[src/verilog/nic_pkg.sv]
package nic_pkg;

  // ****************************************
  // vector and level layout
  // ****************************************
  localparam int          NVEC        = 14;
  localparam int          EXT_VEC     = 2;
  localparam int          PRIO_HI_BIT = 5;
  localparam int          PRIO_LO_BIT = 3;
  localparam logic [1:0]  LVL0_CODE   = 2'h2;
  localparam logic [1:0]  LVL1_CODE   = 2'h1;
  localparam logic [1:0]  LVL2_CODE   = 2'h0;
  localparam logic [1:0]  LVL3_CODE   = 2'h3;
  localparam logic [15:0] VEC_RESET   = 16'hFFFE;
  localparam logic [15:0] VEC_TRAP    = 16'hFFFC;
  localparam logic [15:0] VEC_BASE    = 16'hFFFA;
  localparam logic [7:0]  PRIO_RESET  = 8'hFF;
  localparam logic [7:0]  CC_RESET    = 8'hEA;
  localparam logic [13:0] HALT_CAP_DEF = 14'h210E;
  localparam logic [13:0] MASKABLE    = 14'h3FFE;
  localparam logic [2:0]  PUSH_LAST   = 3'h4;

  // ****************************************
  // register offsets (byte addresses)
  // ****************************************
  localparam logic [4:0] OFS_CC      = 5'h00;
  localparam logic [4:0] OFS_PRIO0   = 5'h04;
  localparam logic [4:0] OFS_PRIO1   = 5'h08;
  localparam logic [4:0] OFS_PRIO2   = 5'h0C;
  localparam logic [4:0] OFS_PRIO3   = 5'h10;
  localparam logic [4:0] OFS_ENABLE  = 5'h14;
  localparam logic [4:0] OFS_PENDING = 5'h18;
  localparam logic [4:0] OFS_EXTSEL  = 5'h1C;

  typedef enum logic [2:0] {
    ST_RESET = 3'b000,
    ST_RUN   = 3'b001,
    ST_PUSH  = 3'b010,
    ST_VEC   = 3'b011,
    ST_POP   = 3'b100,
    ST_RET   = 3'b101
  } seq_state_t;

  // code pair to numeric level, 0 lowest
  function automatic logic [1:0] lvl_of(input logic [1:0] code);
    logic [1:0] r;
    r = 2'h0;
    unique case (code)
      LVL0_CODE: r = 2'h0;
      LVL1_CODE: r = 2'h1;
      LVL2_CODE: r = 2'h2;
      LVL3_CODE: r = 2'h3;
    endcase
    return r;
  endfunction : lvl_of

endpackage : nic_pkg

[src/verilog/nested_priority_interrupt_ctrl.sv]
`timescale 1ns/1ns
module nested_priority_interrupt_ctrl import nic_pkg::*; #(
  parameter logic [NVEC-1:0] HALT_CAP = HALT_CAP_DEF,
  parameter int              SP_W     = 5
) (
  input  wire logic            sys_clk,
  input  wire logic            rst_n,
  input  wire logic [4:0]      address,
  input  wire logic            read,
  input  wire logic            write,
  input  wire logic [31:0]     writedata,
  output logic      [31:0]     readdata,
  output logic                 waitrequest,
  input  wire logic            insnEnd,
  input  wire logic            trapInsn,
  input  wire logic            iretInsn,
  input  wire logic            haltMode,
  input  wire logic            waitMode,
  input  wire logic [15:0]     pcIn,
  input  wire logic [7:0]      xIn,
  input  wire logic [7:0]      aIn,
  input  wire logic [7:0]      ccFlagsIn,
  input  wire logic            wdgFlag,
  input  wire logic [NVEC-1:0] periphFlag,
  input  wire logic [NVEC-1:0] periphClr,
  input  wire logic [7:0]      extPins,
  output logic                 cpuHold,
  output logic                 pcLoadStb,
  output logic      [15:0]     pcLoad,
  output logic                 ctxRestoreStb,
  output logic      [7:0]      xRestore,
  output logic      [7:0]      aRestore,
  output logic      [7:0]      ccOut,
  output logic                 wakeReq
);

  // ****************************************
  // declarations
  // ****************************************
  seq_state_t      state;
  logic [2:0]      cnt;
  logic [1:0]      prioReg;
  logic [7:0]      isprReg [4];
  logic [NVEC-1:0] enReg;
  logic [NVEC-1:0] pendReg;
  logic [7:0]      extSelReg;
  logic            tliPend;
  logic            wdgPrev;
  logic [7:0]      extMeta;
  logic [7:0]      extSync;
  logic            extLine;
  logic            extPrev;
  logic            haltFirst;
  logic            trapActive;
  logic [3:0]      depthReg;
  logic [3:0]      trapDepth;
  logic [15:0]     svcVec;
  logic            svcNmi;
  logic [1:0]      svcPrio;
  logic [15:0]     ctxPc;
  logic [7:0]      ctxX;
  logic [7:0]      ctxA;
  logic [7:0]      ctxCc;
  logic [7:0]      ccPop;
  logic [7:0]      aPop;
  logic [7:0]      xPop;
  logic [7:0]      pchPop;
  logic [SP_W-1:0] spReg;
  logic [SP_W-1:0] spPlus;
  logic [7:0]      stackMem [2**SP_W];
  logic [7:0]      pushByte;
  logic [7:0]      ccCur;
  logic [1:0]      vecPair [NVEC];
  logic [2*NVEC-1:0] lvlFlat;
  logic [NVEC-1:0] eligAll;
  logic [NVEC-1:0] arbReq;
  logic [NVEC-1:0] setVec;
  logic [NVEC-1:0] takeOH;
  logic            arbFound;
  logic [3:0]      arbIdx;
  logic            run;
  logic            trapTake;
  logic            iretTake;
  logic            tliTake;
  logic            mskTake;
  logic            take;
  logic            wrEn;
  logic [31:0]     rdMux;

  // ****************************************
  // request gathering
  // ****************************************
  always_ff @(posedge sys_clk) begin
    if (!rst_n) begin
      extMeta <= 8'h00;
      extSync <= 8'h00;
      extPrev <= 1'b0;
      wdgPrev <= 1'b0;
    end else begin
      extMeta <= extPins;
      extSync <= extMeta;
      extPrev <= extLine;
      wdgPrev <= wdgFlag;
    end
  end

  assign extLine = ~&(extSync | ~extSelReg);

  always_comb begin
    setVec = periphFlag & enReg & MASKABLE;
    setVec[EXT_VEC] = setVec[EXT_VEC] | (extLine & ~extPrev & enReg[EXT_VEC]);
  end

  // set wins over clear
  assign takeOH = mskTake ? (NVEC'(1) << arbIdx) : '0;

  always_ff @(posedge sys_clk) begin
    if (!rst_n) begin
      pendReg <= '0;
    end else begin
      pendReg <= (pendReg & ~(periphClr | takeOH)) | setVec;
    end
  end

  always_ff @(posedge sys_clk) begin
    if (!rst_n) begin
      tliPend <= 1'b0;
    end else if (wdgFlag && !wdgPrev) begin
      tliPend <= 1'b1;
    end else if (tliTake) begin
      tliPend <= 1'b0;
    end
  end

  // ****************************************
  // arbitration
  // ****************************************
  for (genvar i = 0; i < NVEC; i++) begin : g_pair
    assign vecPair[i] = isprReg[i/4][2*(i%4)+:2];
    assign lvlFlat[2*i+:2] = lvl_of(vecPair[i]);
    assign eligAll[i] = MASKABLE[i] && pendReg[i] && enReg[i]
                        && (lvl_of(vecPair[i]) > lvl_of(prioReg));
  end

  assign arbReq = haltFirst ? (eligAll & HALT_CAP) : eligAll;

  prio_arbiter #(
    .N (NVEC)
  ) u_arb (
    .req   (arbReq),
    .lvl   (lvlFlat),
    .found (arbFound),
    .idx   (arbIdx),
    .best  ()
  );

  assign run      = (state == ST_RUN) && insnEnd;
  assign trapTake = run && trapInsn;
  assign iretTake = run && iretInsn && !trapInsn;
  assign tliTake  = run && !trapInsn && !iretInsn && tliPend && !trapActive;
  assign mskTake  = run && !trapInsn && !iretInsn && !(tliPend && !trapActive) && arbFound;
  assign take     = trapTake || tliTake || mskTake;

  always_ff @(posedge sys_clk) begin
    if (!rst_n) begin
      haltFirst <= 1'b0;
    end else if (take) begin
      haltFirst <= 1'b0;
    end else if (haltMode && (|(eligAll & HALT_CAP) || tliPend)) begin
      haltFirst <= 1'b1;
    end
  end

  always_ff @(posedge sys_clk) begin
    if (!rst_n) begin
      wakeReq <= 1'b0;
    end else begin
      wakeReq <= (waitMode && (|eligAll || tliPend))
                 || (haltMode && (|(eligAll & HALT_CAP) || tliPend));
    end
  end

  // ****************************************
  // nesting depth and trap tracking
  // ****************************************
  always_ff @(posedge sys_clk) begin
    if (!rst_n) begin
      depthReg   <= 4'h0;
      trapDepth  <= 4'h0;
      trapActive <= 1'b0;
    end else if (take) begin
      depthReg <= depthReg + 4'h1;
      if (trapTake) begin
        trapActive <= 1'b1;
        trapDepth  <= depthReg + 4'h1;
      end
    end else if (iretTake) begin
      depthReg <= depthReg - 4'h1;
      if (depthReg == trapDepth) begin
        trapActive <= 1'b0;
      end
    end
  end

  // ****************************************
  // service capture
  // ****************************************
  always_comb begin
    ccCur = ccFlagsIn;
    ccCur[PRIO_HI_BIT] = prioReg[1];
    ccCur[PRIO_LO_BIT] = prioReg[0];
  end

  always_ff @(posedge sys_clk) begin
    if (!rst_n) begin
      svcVec  <= VEC_RESET;
      svcNmi  <= 1'b1;
      svcPrio <= LVL3_CODE;
      ctxPc   <= 16'h0000;
      ctxX    <= 8'h00;
      ctxA    <= 8'h00;
      ctxCc   <= 8'h00;
    end else if (take) begin
      svcVec  <= trapTake ? VEC_TRAP : tliTake ? VEC_BASE
                 : VEC_BASE - {11'h000, arbIdx, 1'b0};
      svcNmi  <= trapTake || tliTake;
      svcPrio <= vecPair[arbIdx];
      ctxPc   <= pcIn;
      ctxX    <= xIn;
      ctxA    <= aIn;
      ctxCc   <= ccCur;
    end
  end

  // ****************************************
  // sequencer
  // ****************************************
  always_ff @(posedge sys_clk) begin
    if (!rst_n) begin
      state         <= ST_RESET;
      cnt           <= 3'h0;
      cpuHold       <= 1'b1;
      pcLoadStb     <= 1'b0;
      pcLoad        <= 16'h0000;
      ctxRestoreStb <= 1'b0;
      xRestore      <= 8'h00;
      aRestore      <= 8'h00;
    end else begin
      pcLoadStb     <= 1'b0;
      ctxRestoreStb <= 1'b0;
      unique case (state)
        ST_RESET: begin
          pcLoad    <= VEC_RESET;
          pcLoadStb <= 1'b1;
          cpuHold   <= 1'b0;
          state     <= ST_RUN;
        end
        ST_RUN: begin
          cnt <= 3'h0;
          if (take) begin
            cpuHold <= 1'b1;
            state   <= ST_PUSH;
          end else if (iretTake) begin
            cpuHold <= 1'b1;
            state   <= ST_POP;
          end
        end
        ST_PUSH: begin
          cnt <= cnt + 3'h1;
          if (cnt == PUSH_LAST) begin
            state <= ST_VEC;
          end
        end
        ST_VEC: begin
          pcLoad    <= svcVec;
          pcLoadStb <= 1'b1;
          cpuHold   <= 1'b0;
          state     <= ST_RUN;
        end
        ST_POP: begin
          cnt <= cnt + 3'h1;
          if (cnt == PUSH_LAST) begin
            state <= ST_RET;
          end
        end
        ST_RET: begin
          pcLoad        <= {pchPop, stackMem[spReg]};
          pcLoadStb     <= 1'b1;
          ctxRestoreStb <= 1'b1;
          xRestore      <= xPop;
          aRestore      <= aPop;
          cpuHold       <= 1'b0;
          state         <= ST_RUN;
        end
        default: begin
          cpuHold <= 1'b0;
          state   <= ST_RUN;
        end
      endcase
    end
  end

  // ****************************************
  // context stack
  // ****************************************
  always_comb begin
    unique case (cnt)
      3'h0:    pushByte = ctxPc[7:0];
      3'h1:    pushByte = ctxPc[15:8];
      3'h2:    pushByte = ctxX;
      3'h3:    pushByte = ctxA;
      default: pushByte = ctxCc;
    endcase
  end

  assign spPlus = spReg + 1'b1;

  always_ff @(posedge sys_clk) begin
    if (state == ST_PUSH) begin
      stackMem[spReg] <= pushByte;
    end
  end

  always_ff @(posedge sys_clk) begin
    if (!rst_n) begin
      spReg <= '1;
    end else if (state == ST_PUSH) begin
      spReg <= spReg - 1'b1;
    end else if (state == ST_POP) begin
      spReg <= spPlus;
    end
  end

  // last pop byte is read in ST_RET; pointer already on it
  always_ff @(posedge sys_clk) begin
    if (!rst_n) begin
      ccPop  <= CC_RESET;
      aPop   <= 8'h00;
      xPop   <= 8'h00;
      pchPop <= 8'h00;
    end else if (state == ST_POP) begin
      unique case (cnt)
        3'h0:    ccPop  <= stackMem[spPlus];
        3'h1:    aPop   <= stackMem[spPlus];
        3'h2:    xPop   <= stackMem[spPlus];
        3'h3:    pchPop <= stackMem[spPlus];
        default: ;
      endcase
    end
  end

  // ****************************************
  // priority pair and condition code view
  // ****************************************
  always_ff @(posedge sys_clk) begin
    if (!rst_n) begin
      prioReg <= LVL3_CODE;
    end else if (state == ST_VEC) begin
      prioReg <= svcNmi ? LVL3_CODE : svcPrio;
    end else if (state == ST_RET) begin
      prioReg <= {ccPop[PRIO_HI_BIT], ccPop[PRIO_LO_BIT]};
    end else if (wrEn && address == OFS_CC) begin
      prioReg <= {writedata[PRIO_HI_BIT], writedata[PRIO_LO_BIT]};
    end
  end

  always_ff @(posedge sys_clk) begin
    if (!rst_n) begin
      ccOut <= CC_RESET;
    end else begin
      ccOut <= ccCur;
    end
  end

  // ****************************************
  // register bus
  // ****************************************
  assign wrEn = write && !waitrequest;

  always_ff @(posedge sys_clk) begin
    if (!rst_n) begin
      for (int r = 0; r < 4; r++) begin
        isprReg[r] <= PRIO_RESET;
      end
      enReg     <= '0;
      extSelReg <= 8'h00;
    end else if (wrEn) begin
      for (int r = 0; r < 4; r++) begin
        if (address == OFS_PRIO0 + 5'(4 * r)) begin
          for (int p = 0; p < 4; p++) begin
            if (writedata[2*p+:2] != LVL0_CODE && !(r == 3 && p > 1)) begin
              isprReg[r][2*p+:2] <= writedata[2*p+:2];
            end
          end
        end
      end
      if (address == OFS_ENABLE) begin
        enReg <= writedata[NVEC-1:0] & MASKABLE;
      end
      if (address == OFS_EXTSEL) begin
        extSelReg <= writedata[7:0];
      end
    end
  end

  always_comb begin
    unique case (address)
      OFS_CC:      rdMux = {24'h000000, ccCur};
      OFS_PRIO0:   rdMux = {24'h000000, isprReg[0]};
      OFS_PRIO1:   rdMux = {24'h000000, isprReg[1]};
      OFS_PRIO2:   rdMux = {24'h000000, isprReg[2]};
      OFS_PRIO3:   rdMux = {24'h000000, isprReg[3]};
      OFS_ENABLE:  rdMux = {18'h00000, enReg};
      OFS_PENDING: rdMux = {18'h00000, pendReg[NVEC-1:1], tliPend};
      OFS_EXTSEL:  rdMux = {24'h000000, extSelReg};
      default:     rdMux = 32'h00000000;
    endcase
  end

  always_ff @(posedge sys_clk) begin
    if (!rst_n) begin
      waitrequest <= 1'b1;
      readdata    <= 32'h00000000;
    end else if ((read || write) && waitrequest) begin
      waitrequest <= 1'b0;
      readdata    <= rdMux;
    end else begin
      waitrequest <= 1'b1;
    end
  end
endmodule : nested_priority_interrupt_ctrl

[src/verilog/prio_arbiter.sv]
`timescale 1ns/1ns
module prio_arbiter #(
  parameter int N = 14
) (
  input  wire logic [N-1:0]   req,
  input  wire logic [2*N-1:0] lvl,
  output logic                found,
  output logic [3:0]          idx,
  output logic [1:0]          best
);

  // lower index is the higher fixed priority
  always_comb begin
    found = 1'b0;
    idx   = 4'h0;
    best  = 2'h0;
    for (int i = N - 1; i >= 0; i--) begin
      if (req[i] && (!found || lvl[2*i+:2] >= best)) begin
        found = 1'b1;
        idx   = 4'(i);
        best  = lvl[2*i+:2];
      end
    end
  end

endmodule : prio_arbiter
[config.mk]
export PLATFORM = sky130hd
export DESIGN_NAME = nested_priority_interrupt_ctrl
export DESIGN_NICKNAME = d
export VERILOG_FILES = /design/src/verilog/nic_pkg.sv /design/src/verilog/nested_priority_interrupt_ctrl.sv /design/src/verilog/prio_arbiter.sv
export SDC_FILE = /design/constraint.sdc
export NUM_CORES = 1
export LEC_CHECK = 0
export BUFFER_PORTS_ARGS = -buffer_cell sky130_fd_sc_hd__buf_2
export CORE_MARGIN = 3
export CORE_UTILIZATION = 42
export CTS_BUF_LIST = sky130_fd_sc_hd__clkbuf_4 sky130_fd_sc_hd__clkbuf_8
export DETAILED_ROUTE_END_ITERATION = 7
export SETUP_SLACK_MARGIN = 0.5
export SLEW_MARGIN = 0
export SYNTH_ARGS = -nofsm -noshare
export SYNTH_HDL_FRONTEND = slang
export SYNTH_SLANG_ARGS = --single-unit
[constraint.sdc]
create_clock -name sys_clk -period 21.1 [get_ports sys_clk]
set_input_delay 1.055 -clock sys_clk [delete_from_list [all_inputs] [get_ports sys_clk]]
set_output_delay 1.055 -clock sys_clk [all_outputs]
set_load 0.005 [all_outputs]
-- Word level (Yosys, flattened, before mapping)
Memory sizes are Yosys's and may differ from the RTL's. A register that Yosys moved wholly into a read port is not among the register bits.
Index checks and enable logic that the tools add are counted.
- $add $sub $neg: 6
- magnitude comparators: 27
- equal/unequal tests: 70
- shift operators: 1
- multiplexer cells: 171
- bitwise gates (word level): 28
- reduce and logical (&&, ||, !) cells: 136
- operator list (kind ; number):
    $pmux 2 s4 ; 15
    $pmux 14 s8 ; 1
    $mux 1 ; 88
    $mux 2 ; 33
    $mux 4 ; 16
    $eq 2x2->1 const B ; 30
    $logic_and 1x1->1 ; 56
    $pmux 16 s3 ; 1
    $mux 16 ; 2
    $pmux 8 s4 ; 1
    $eq 2x1->1 const B ; 15
    $logic_not 2->1 ; 15
    $and 14x14->14 ; 2
    $or 14x14->14 ; 2
    $ge 2x2->1 ; 13
    $gt 2x2->1 ; 13
    $eq 5x5->1 const B ; 4
    $logic_not 1->1 ; 20
    $mux 5 ; 4
    $logic_or 1x1->1 ; 19
    $reduce_and 2->1 ; 8
    $or 1x1->1 ; 15
    $mux 14 ; 1
    $ne 2x2->1 const B ; 7
    37 further kinds ; 58
- bits in registers: 243
- bits in writable memories: 288
- bits of input ports: 123
- output and inout bits: 77
- word-level logic and storage cells: 478
- memories kept: 2
- memories (name ; words ; width ; rd ports ; clocked after Yosys merged registers in ; wr ports ; line ; source):
    stackMem ; 32 ; 8 ; 2 ; 1 ; 1 ; nested_priority_interrupt_ctrl.sv:70 ; logic [7:0] stackMem [2**SP_W];
    isprReg ; 4 ; 8 ; 4 ; 0 ; 4 ; nested_priority_interrupt_ctrl.sv:43 ; logic [7:0] isprReg [4];

-- Logic depth before layout (Yosys ltp)
Gate-level depths: netlist (run 1).
An unclocked memory read counts as a cell.
- depth after elaboration: 64
- mapped depth: 98
- mapped depth without buffers: 96

-- Hierarchy
Synthesis (run 1) repeated with hierarchy kept, for this count alone.
- cells, all modules: 2278
- area total of the unflattened synthesis: 25480.7 um2
- modules (own cells, without submodules) (module ; times used ; cells each ; area an instance (um2) ; sequential area each (um2)):
    nested_priority_interrupt_ctrl ; 1 ; 2079 ; 24040.6 ; 12812.3
    prio_arbiter ; 1 ; 199 ; 1440.1 ; 0.0

-- Worst setup path after synthesis (run 1)
No wires, ideal clock.
- kind: register to register
- from: register prioReg[0]
- to: register pendReg[6]
- setup time: 0.116 ns
- arrival: 16.182 ns
- required time: 20.984 ns
- path slack: 4.802 ns
- cell stages (with the launch flop): 92
- path buffers: 2
- period minus slack after synthesis: 16.298 ns
- path through: dfxtp_1 -> inv_1 -> ha_1 -> nor2_1 -> ha_1 -> nand2_1 -> o2111a_1 -> nand2_1 -> ha_1 -> a21oi_1 -> a2111oi_1 -> a21oi_1 -> inv_1 -> ha_1 -> nand2b_1 -> a21oi_1 -> o21ai_1 -> and3b_1 -> (+56 left out) -> o21ai_1 -> mux2_4 -> ha_1 -> a21oi_1 -> o31a_1 -> nor2_1 -> o21a_1 -> ha_1 -> nand2b_1 -> a21oi_1 -> o22ai_1 -> or2_1 -> buf_4 -> a211o_1 -> or3b_1 -> nand2b_1 -> nand3b_1 -> a21boi_1
- word-level cells in the longest chain between the ends: 63
- elaborated cells on any way between the ends: 132
- those cells by class: order compare (26); eq/ne (3); shift (1); mux (44); bitwise (4); reduce/logical (54)
- RTL lines (element ; line ; source):
    start: declaration ; nested_priority_interrupt_ctrl.sv:42 ; logic [1:0] prioReg;
    start signal: assignment ; nested_priority_interrupt_ctrl.sv:359 ; prioReg <= svcNmi ? LVL3_CODE : svcPrio;
    start signal: assignment ; nested_priority_interrupt_ctrl.sv:361 ; prioReg <= {ccPop[PRIO_HI_BIT], ccPop[PRIO_LO_BIT]};
    start signal: assignment ; nested_priority_interrupt_ctrl.sv:363 ; prioReg <= {writedata[PRIO_HI_BIT], writedata[PRIO_LO_BIT]};
    $eq 2x2->1, or another cell as far along ; nic_pkg.sv:48 ; unique case (code)
    $pmux 2 s4 (*) ; nic_pkg.sv:48 ;
    $gt 2x2->1 ; nested_priority_interrupt_ctrl.sv:142 ; && (lvl_of(vecPair[i]) > lvl_of(prioReg));
    $logic_and 1x1->1 ; nested_priority_interrupt_ctrl.sv:142 ;
    $mux 2 or $mux 1 (tied branches) ; prio_arbiter.sv:18 ; if (req[i] && (!found || lvl[2*i+:2] >= best)) begin
    $ge 2x2->1 or $logic_not 1->1 (tied branches) ; prio_arbiter.sv:18 ;
    $logic_or 1x1->1 ; prio_arbiter.sv:18 ;
    $logic_and 1x1->1 ; prio_arbiter.sv:18 ;
    (+47 left out) ; - ;
    $logic_and 1x1->1 ; prio_arbiter.sv:18 ;
    $mux 4 or $mux 1 (tied branches) ; prio_arbiter.sv:18 ;
    $shl 1x4->14 or $logic_and 1x1->1 (tied branches) ; nested_priority_interrupt_ctrl.sv:115, nested_priority_interrupt_ctrl.sv:161 ;
    $mux 14 (*) ; nested_priority_interrupt_ctrl.sv:115 ; assign takeOH = mskTake ? (NVEC'(1) << arbIdx) : '0;
    $or 14x14->14 (*) ; nested_priority_interrupt_ctrl.sv:121 ; pendReg <= (pendReg & ~(periphClr | takeOH)) | setVec;
    $not 14->14 (*) ; nested_priority_interrupt_ctrl.sv:121 ;
    $and 14x14->14 (*) ; nested_priority_interrupt_ctrl.sv:121 ;
    $or 14x14->14 (*) ; nested_priority_interrupt_ctrl.sv:121 ;
    end signal: assignment ; nested_priority_interrupt_ctrl.sv:121 ;
    end: declaration ; nested_priority_interrupt_ctrl.sv:45 ; logic [NVEC-1:0] pendReg;
Every way passes the cells marked *; elsewhere a longest branch is shown, timed or not.
A chain may end at the register's enable or synchronous reset.

-- Final worst setup path (run 1)
- from: register prioReg[1]
- to: register svcPrio[0]
- word-level cells in the longest chain between the ends: 61
- elaborated cells on any way between the ends: 131
- those cells by class: order compare (26); eq/ne (3); mux (46); bitwise (1); reduce/logical (55)
- RTL lines (element ; line ; source):
    $eq 2x2->1, or another cell as far along ; nic_pkg.sv:48 ;
    $pmux 2 s4 (*) ; nic_pkg.sv:48 ;
    $gt 2x2->1 ; nested_priority_interrupt_ctrl.sv:142 ;
    $logic_and 1x1->1 ; nested_priority_interrupt_ctrl.sv:142 ;
    $mux 2 or $mux 1 (tied branches) ; prio_arbiter.sv:18 ;
    $ge 2x2->1 or $logic_not 1->1 (tied branches) ; prio_arbiter.sv:18 ;
    $logic_or 1x1->1 ; prio_arbiter.sv:18 ;
    $logic_and 1x1->1 ; prio_arbiter.sv:18 ;
    (+44 left out) ; - ;
    $mux 2 or $mux 1 (tied branches) ; prio_arbiter.sv:18 ;
    $ge 2x2->1 or $logic_not 1->1 (tied branches) ; prio_arbiter.sv:18 ;
    $logic_or 1x1->1 ; prio_arbiter.sv:18 ;
    $logic_and 1x1->1 ; prio_arbiter.sv:18 ;
    $mux 4 ; prio_arbiter.sv:18 ;
    $not 4->5 (not written as such) ; nested_priority_interrupt_ctrl.sv:227 ; svcPrio <= vecPair[arbIdx];
    $bmux 2 s4 ; nested_priority_interrupt_ctrl.sv:227 ;
    $mux 2 (not written as such) (2 in series) ; nested_priority_interrupt_ctrl.sv:227 ;
    end signal: assignment ; nested_priority_interrupt_ctrl.sv:227 ;
    end: declaration ; nested_priority_interrupt_ctrl.sv:59 ; logic [1:0] svcPrio;
Every way passes the cells marked *; elsewhere a longest branch is shown, timed or not. The select of a mux whose other input is x is not followed.

==> results of run 1 <==
worst max-delay path: cells and delay by family, from the launching register on:
kind	cells	cell delay (ps)
flip-flops	1	480
multiplexers	1	230
AND/OR/NAND/NOR	26	3620
AO/OA/AOI/OAI	46	10230
buffers and inverters	7	790
adder cells (fa/ha/maj)	14	3660
cells in the mapped netlist, types with 19 or more instances:
master	number	area share, %
clkbuf_1	86	1.3
nand2b_1	25	0.62
a221oi_1	20	0.70
a21oi_1	75	1.5
dfxtp_1	214	17
nand3_1	21	0.42
buf_4	19	0.57
mux2i_1	23	0.91
nand2_1	299	4.5
o211a_1	31	1.2
and2_1	39	0.97
a21boi_0	78	2.3
nor2b_1	32	0.80
nor2_1	109	1.6
edfxtp_1	284	34
ha_1	105	5.2
mux4_2	161	14
o21ai_0	66	1.3
inv_1	67	1.0
metrics by stage:
step	area, µm²	setup slack, ps	util, %	instances	hold slack [ps]
global route	28500	500	48.3	3061	441
detailed placement	26700	1840	45.2	2902	420
finish	28500	1970	48.3	3061	430
CTS	28500	1720	48.2	3058	432
global placement	26700	1970	45.2	2902	416
floorplan	25200	4800	-	2074	412
registers in the layout (all words and copies together) (netlist names), 13 cells and up, named ones only:
signal / cells
ctxPc: 16
enReg: 13
isprReg: 28
pcLoad: 16
pendReg: 13
readdata: 14
stackMem: 256
power breakdown:
part	internal (mW)	leakage, nW	switching, mW
clock network	0.505	0.941	0.414
registers	1.06	4.26	0.0188
logic	0.0902	5.76	0.139
total	1.65	11.0	0.572
repair_timing:
action,in CTS,in global routing
setup endpoints to repair,0,15
buffers inserted,0,2
resized for setup,0,3
placed cells by master, fill, tap and decap left out, drive strengths merged, types with 16 or more instances in the layout:
cell type,count
o22ai,16
o211a,31
mux2i,23
a221oi,20
nand3,23
nor2,109
o21ai,78
inv,73
dfxtp,214
nor2b,35
nand2b,25
a21oi,76
buf,190
nand2,299
ha,105
edfxtp,284
o2111ai,16
clkinv,26
conb,18
a21boi,83
mux4,161
and2,40
clkbuf,119
metal layers:
layer | GRT usage, % | wire length (µm) | up-vias
li1 | - | - | 8109
met1 | 32.6 | 31900 | 9020
met2 | 36.2 | 34000 | 781
met3 | 4.11 | 5460 | 132
met4 | 7.90 | 2230 | 0
met5 | 0 | 0 | -
worst max path at each step:
stage                                  from                       to  slack, ps
finish              prioReg[1]$_SDFFE_PN1P_  svcPrio[0]$_SDFFE_PN1P_       1970
global route        prioReg[1]$_SDFFE_PN1P_    pendReg[3]$_SDFF_PN0_        500
CTS                 prioReg[1]$_SDFFE_PN1P_   pendReg[10]$_SDFF_PN0_       1720
detailed placement  prioReg[1]$_SDFFE_PN1P_   pendReg[10]$_SDFF_PN0_       1840
global placement    prioReg[1]$_SDFFE_PN1P_   pendReg[10]$_SDFF_PN0_       1970
floorplan           prioReg[0]$_SDFFE_PN1P_    pendReg[6]$_SDFF_PN0_       4800
cells by family after synthesis:
| logic type | Yosys count |
|---|---|
| AO/OA/AOI/OAI | 437 |
| XOR/XNOR | 14 |
| multiplexers | 193 |
| adder cells (fa/ha/maj) | 105 |
| buffers and inverters | 202 |
| flip-flops | 498 |
| other | 1 |
| AND/OR/NAND/NOR | 607 |
final cells by class:
type | instances | area, µm²
well taps | 773 | 967
inverters | 69 | 259
clock buffers | 119 | 1470
repair buffers | 190 | 1030
multi-input cells | 1374 | 11700
diodes | 1 | 2.50
flip-flops and latches | 498 | 12800
clock inverters | 37 | 325
fillers | 5268 | 30600
==> impl_results.md, run 1 <==
* First-pass DRT Iterations at 6
* Post-synthesis adder-cell area fraction at 5.22%
* Setup Viol. Count Final at 0
* DPL Wire Length at 51.4 mm
* Area growth syn-to-layout at 13.4%
* Num CTS Buffers at 84
* RSZ-0062 raised after global routing: no
* Tightest Hold Check Type: register to register
* GPL Wtd Cong at 0.916
* Clock period minus worst slack at 19130 ps
* CTS H-tree lvls at 3
* Tightest Pin Transition at 1320 ps
* Worst Path Arrival at 19700 ps
* Reg2Reg Depth at 94
* Final #Nets at 2445
* 1st-iter DRT viols at 1714
* Overflow after GRT at 0
* Share of cells above drive strength 1 at 24.8%
* Crit path top cell by count: a21oi_1
* R2R Setup Slk at 1970 ps
* Pleak at 11.0 nW
* GRT Total Usage at 23.1%
* Clk buf depth at 3
* Post-synthesis mux area share at 15.7%
* Synth cell types at 89
* Endpoints failing hold at 0
* CTS clk-pin slew, worst paths at 70 ps
* Worst reg2reg path endpoint: svcPrio[0]$_SDFFE_PN1P_
* CP max FO at 13
* Global-route wire length before repair at 110 mm
* Worst Clk Skew at 50.7 ps
* Synthesized area at 25200 µm²
* Number of I/O port buffers at 159
* Die Span Y at 251 µm
* Maximum clock rate at 0.0523 GHz
* Compound-Gate Fraction of Synth Area at 13.0%
* Crit-path max cell delay at 540 ps
* Clock Latency Late Sink at 690 ps
* Asr flop ratio synth at 0%
* Setup TNS at 0 ps
* Relative slew slack at 11.9%
* Worst EP required at 21670 ps
* Vias in the first global route at 17700
* DR vias/cell at 5.89
* Area share of xor/xnor cells in the synthesized design at 0.487%
* Initial antenna violation count at 3
* Number of flops mapped to enable cells by yosys at 284
* Hold Startpoint: extMeta[1]$_SDFF_PN0_
* Average cell area after synthesis at 12.2 µm²
* Yosys warns at 0
* Number of hold buffers added after CTS at 0
* Mapped Cells at 2057
* WL final at 73.7 mm
* Post-Synth Simple-Gate Area at 11.3%
* Total power draw at 2.23 mW
* Peak VDD IR at 45.1 µV
* Largest net degree at the start of global routing at 129
* Sink Count at 498
* Largest family of logic cells by synthesized area: multiplexers
* Crit Reg-Reg Startpoint: prioReg[1]$_SDFFE_PN1P_
* CTS tree: built
* Setup crit start kind: register
* Tcrit/Tclk final at 90.6%
* Status: finished clean
* Seq/Total Area, Yosys at 50.9%
* Hold Path Depth at 1
* Clock Tree Root: clkbuf_8
* # IOs at 200
* Final count of pins violating max slew at 0
* Full die area at 62900 µm²
* Pwr/cell area at 78.0 nW/µm²
* Starting density of the core at 42.6%
* Routed len/inst at 24.1 µm
* Die W at 251 µm
* Core area at 59100 µm²
* Drt drc at 0
* Via Count at 18000
* Post-route ant nets at 0
* Flops & latches, synth at 498
* Ys flop type: edfxtp_1
* Worst Hold End: extSync[1]$_SDFF_PN0_
* Critical Path End Type: register
* Cell row count at 89
* WS Path Type: register to register
* Slowest cell on crit path: a222oi_1
* Max-cap violation count at 0
(Power assumes the default switching activity.)
==> inputs of run 2 (changes only) <==
Settings changed: REMOVE_ABC_BUFFERS set to 1.
==> run 2 against run 1 <==
Clock power increased by 3.4%; sequential share of layout area down 0.13 points; total power grew 1.3%; flip-flop and latch count stayed put; die area unchanged; critical endpoint unchanged; largest power group unchanged; highest routed layer unchanged.
==> impl_results.md, run 2 (synthesized netlist as in run 1, its figures left out) <==
* Maximum clock rate at 0.0521 GHz
* Core area at 59100 µm²
* Tightest Hold Check Type: register to register
* Slowest cell on crit path: a222oi_1
* Most frequent cells in the layout: 299 x nand2_1, 284 x edfxtp_1, 210 x dfxtp_1, 161 x mux4_2, 158 x buf_2
* CP max FO at 13
* Pleak at 11.0 nW
* Routed len/inst at 24.3 µm
* Share of cells above drive strength 1 at 25.0%
* Setup crit start kind: register
* CTS clk-pin slew, worst paths at 60 ps
* Tcrit/Tclk final at 91.0%
* Post-route ant nets at 0
* Commonest non-fill, non-tap cell in the layout: nand2_1
* RSZ-0062 raised after global routing: no
* Overflow after GRT at 0
* CTS tree: built
* Die W at 251 µm
* GR Layer Usage met2 at 41.0%
* GPL Wtd Cong at 0.883
* Pwr/cell area at 78.7 nW/µm²
* Worst Clk Skew at 26.0 ps
* Crit path top cell by count: a21oi_1
* Cell row count at 89
* Fill count at 5254
* Sink Count at 498
* Crit-path max cell delay at 540 ps
* GRT Total Usage at 23.4%
* GRT met1 Usage at 28.9%
* Number of hold buffers added after CTS at 0
* Number of I/O port buffers at 159
* Clk buf depth at 3
* Drt drc at 0
* Flip-flop count of the largest register after layout at 256
* Final #Nets at 2451
* # IOs at 200
* Clock Latency Late Sink at 690 ps
* Worst EP required at 21720 ps
* Fin worst setup slack at 1910 ps
* Post-CTS Resized at 0
* Worst Path Arrival at 19810 ps
* Most crowded layer after global routing: met2
* Dpl ws at 1870 ps
* Setup TNS at 0 ps
* WL final at 74.5 mm
* Die Span Y at 251 µm
* Clock Tree Root: clkbuf_8
* Total power draw at 2.25 mW
* Status: finished clean
* First-pass DRT Iterations at 6
* Max-cap violation count at 0
* Starting density of the core at 42.6%
* Critical Path End Type: register
* Num CTS Buffers at 87
* Hold WS at 432 ps
* Setup Viol. Count Final at 0
* CTS H-tree lvls at 3
* 1st-iter DRT viols at 1663
* Clock period minus worst slack at 19190 ps
* Largest registers: stackMem (256), isprReg (28)
* Full die area at 62900 µm²
* Setup repair bufs after CTS at 0
* DPL Wire Length at 51.1 mm
* Endpoints failing hold at 0
* Peak VDD IR at 45.2 µV
* Tightest Pin Transition at 1210 ps
* Global-route wire length before repair at 111 mm
* Area growth syn-to-layout at 13.7%
* DR vias/cell at 5.86
* Relative slew slack at 18.8%
* WS Path Type: register to register
* Initial antenna violation count at 1
* Met3 Usage GRT at 4.66%
* Vias in the first global route at 18100
* Final count of pins violating max slew at 0
* Largest reg by FF count: stackMem
* Largest net degree at the start of global routing at 126
* Via Count at 18000
==> run 2: final cells by class <==
cell class | instances | area, µm² | area share [%]
antenna | 2 | 5.00 | 0.0175
clock buffer | 118 | 1480 | 5.17
clock inverter | 42 | 392 | 1.37
inverter | 69 | 259 | 0.904
multi-input combinational | 1374 | 11700 | 40.7
sequential | 498 | 12800 | 44.8
tap | 773 | 967 | 3.38
timing repair buffer | 193 | 1060 | 3.69
==> run 2: path summary, 6_finish.rpt <==
kind | startpoint | end | slack [ps] | cells after the start
worst max-delay path | prioReg[0]$_SDFFE_PN1P_ | svcPrio[0]$_SDFFE_PN1P_ | 1910 | 93
worst min-delay path | extMeta[3]$_SDFF_PN0_ | extSync[3]$_SDFF_PN0_ | 430 | 1
worst max register to register | prioReg[0]$_SDFFE_PN1P_ | svcPrio[0]$_SDFFE_PN1P_ | 1910 | 93
worst min register to register | extMeta[3]$_SDFF_PN0_ | extSync[3]$_SDFF_PN0_ | 430 | 1
==> run 2: where the power goes <==
part / internal [mW] / switching (mW) / total, mW / leakage, nW
sequential: 1.06 / 0.0175 / 1.08 / 4.25
combinational: 0.0905 / 0.138 / 0.229 / 5.77
clock: 0.535 / 0.415 / 0.950 / 0.974
==> run 2: worst max-delay path: cells and delay by family (launching register included) <==
family,cells,cell delay [ps]
compound gates,44,9780
fa+ha+maj,14,3780
flops,1,410
buf+inv,7,710
simple gates,27,4170
mux,1,220
==> run 2: stage by stage <==
stage / area [µm²] / instances / utilization (%)
finish: 28600 / 3069 / 48.4
global placement: 26800 / 2907 / 45.2
detailed placement: 26800 / 2907 / 45.2
floorplan: 24600 / 1941 / -
global route: 28600 / 3069 / 48.4
CTS: 28600 / 3067 / 48.4
==> run 2: layer usage <==
layer | part of all wire (%) | vias up
met3 | 6.6 | 153
met1 | 39 | 9063
met2 | 51 | 669
met4 | 3.4 | 0
met5 | 0 | -
li1 | - | 8109
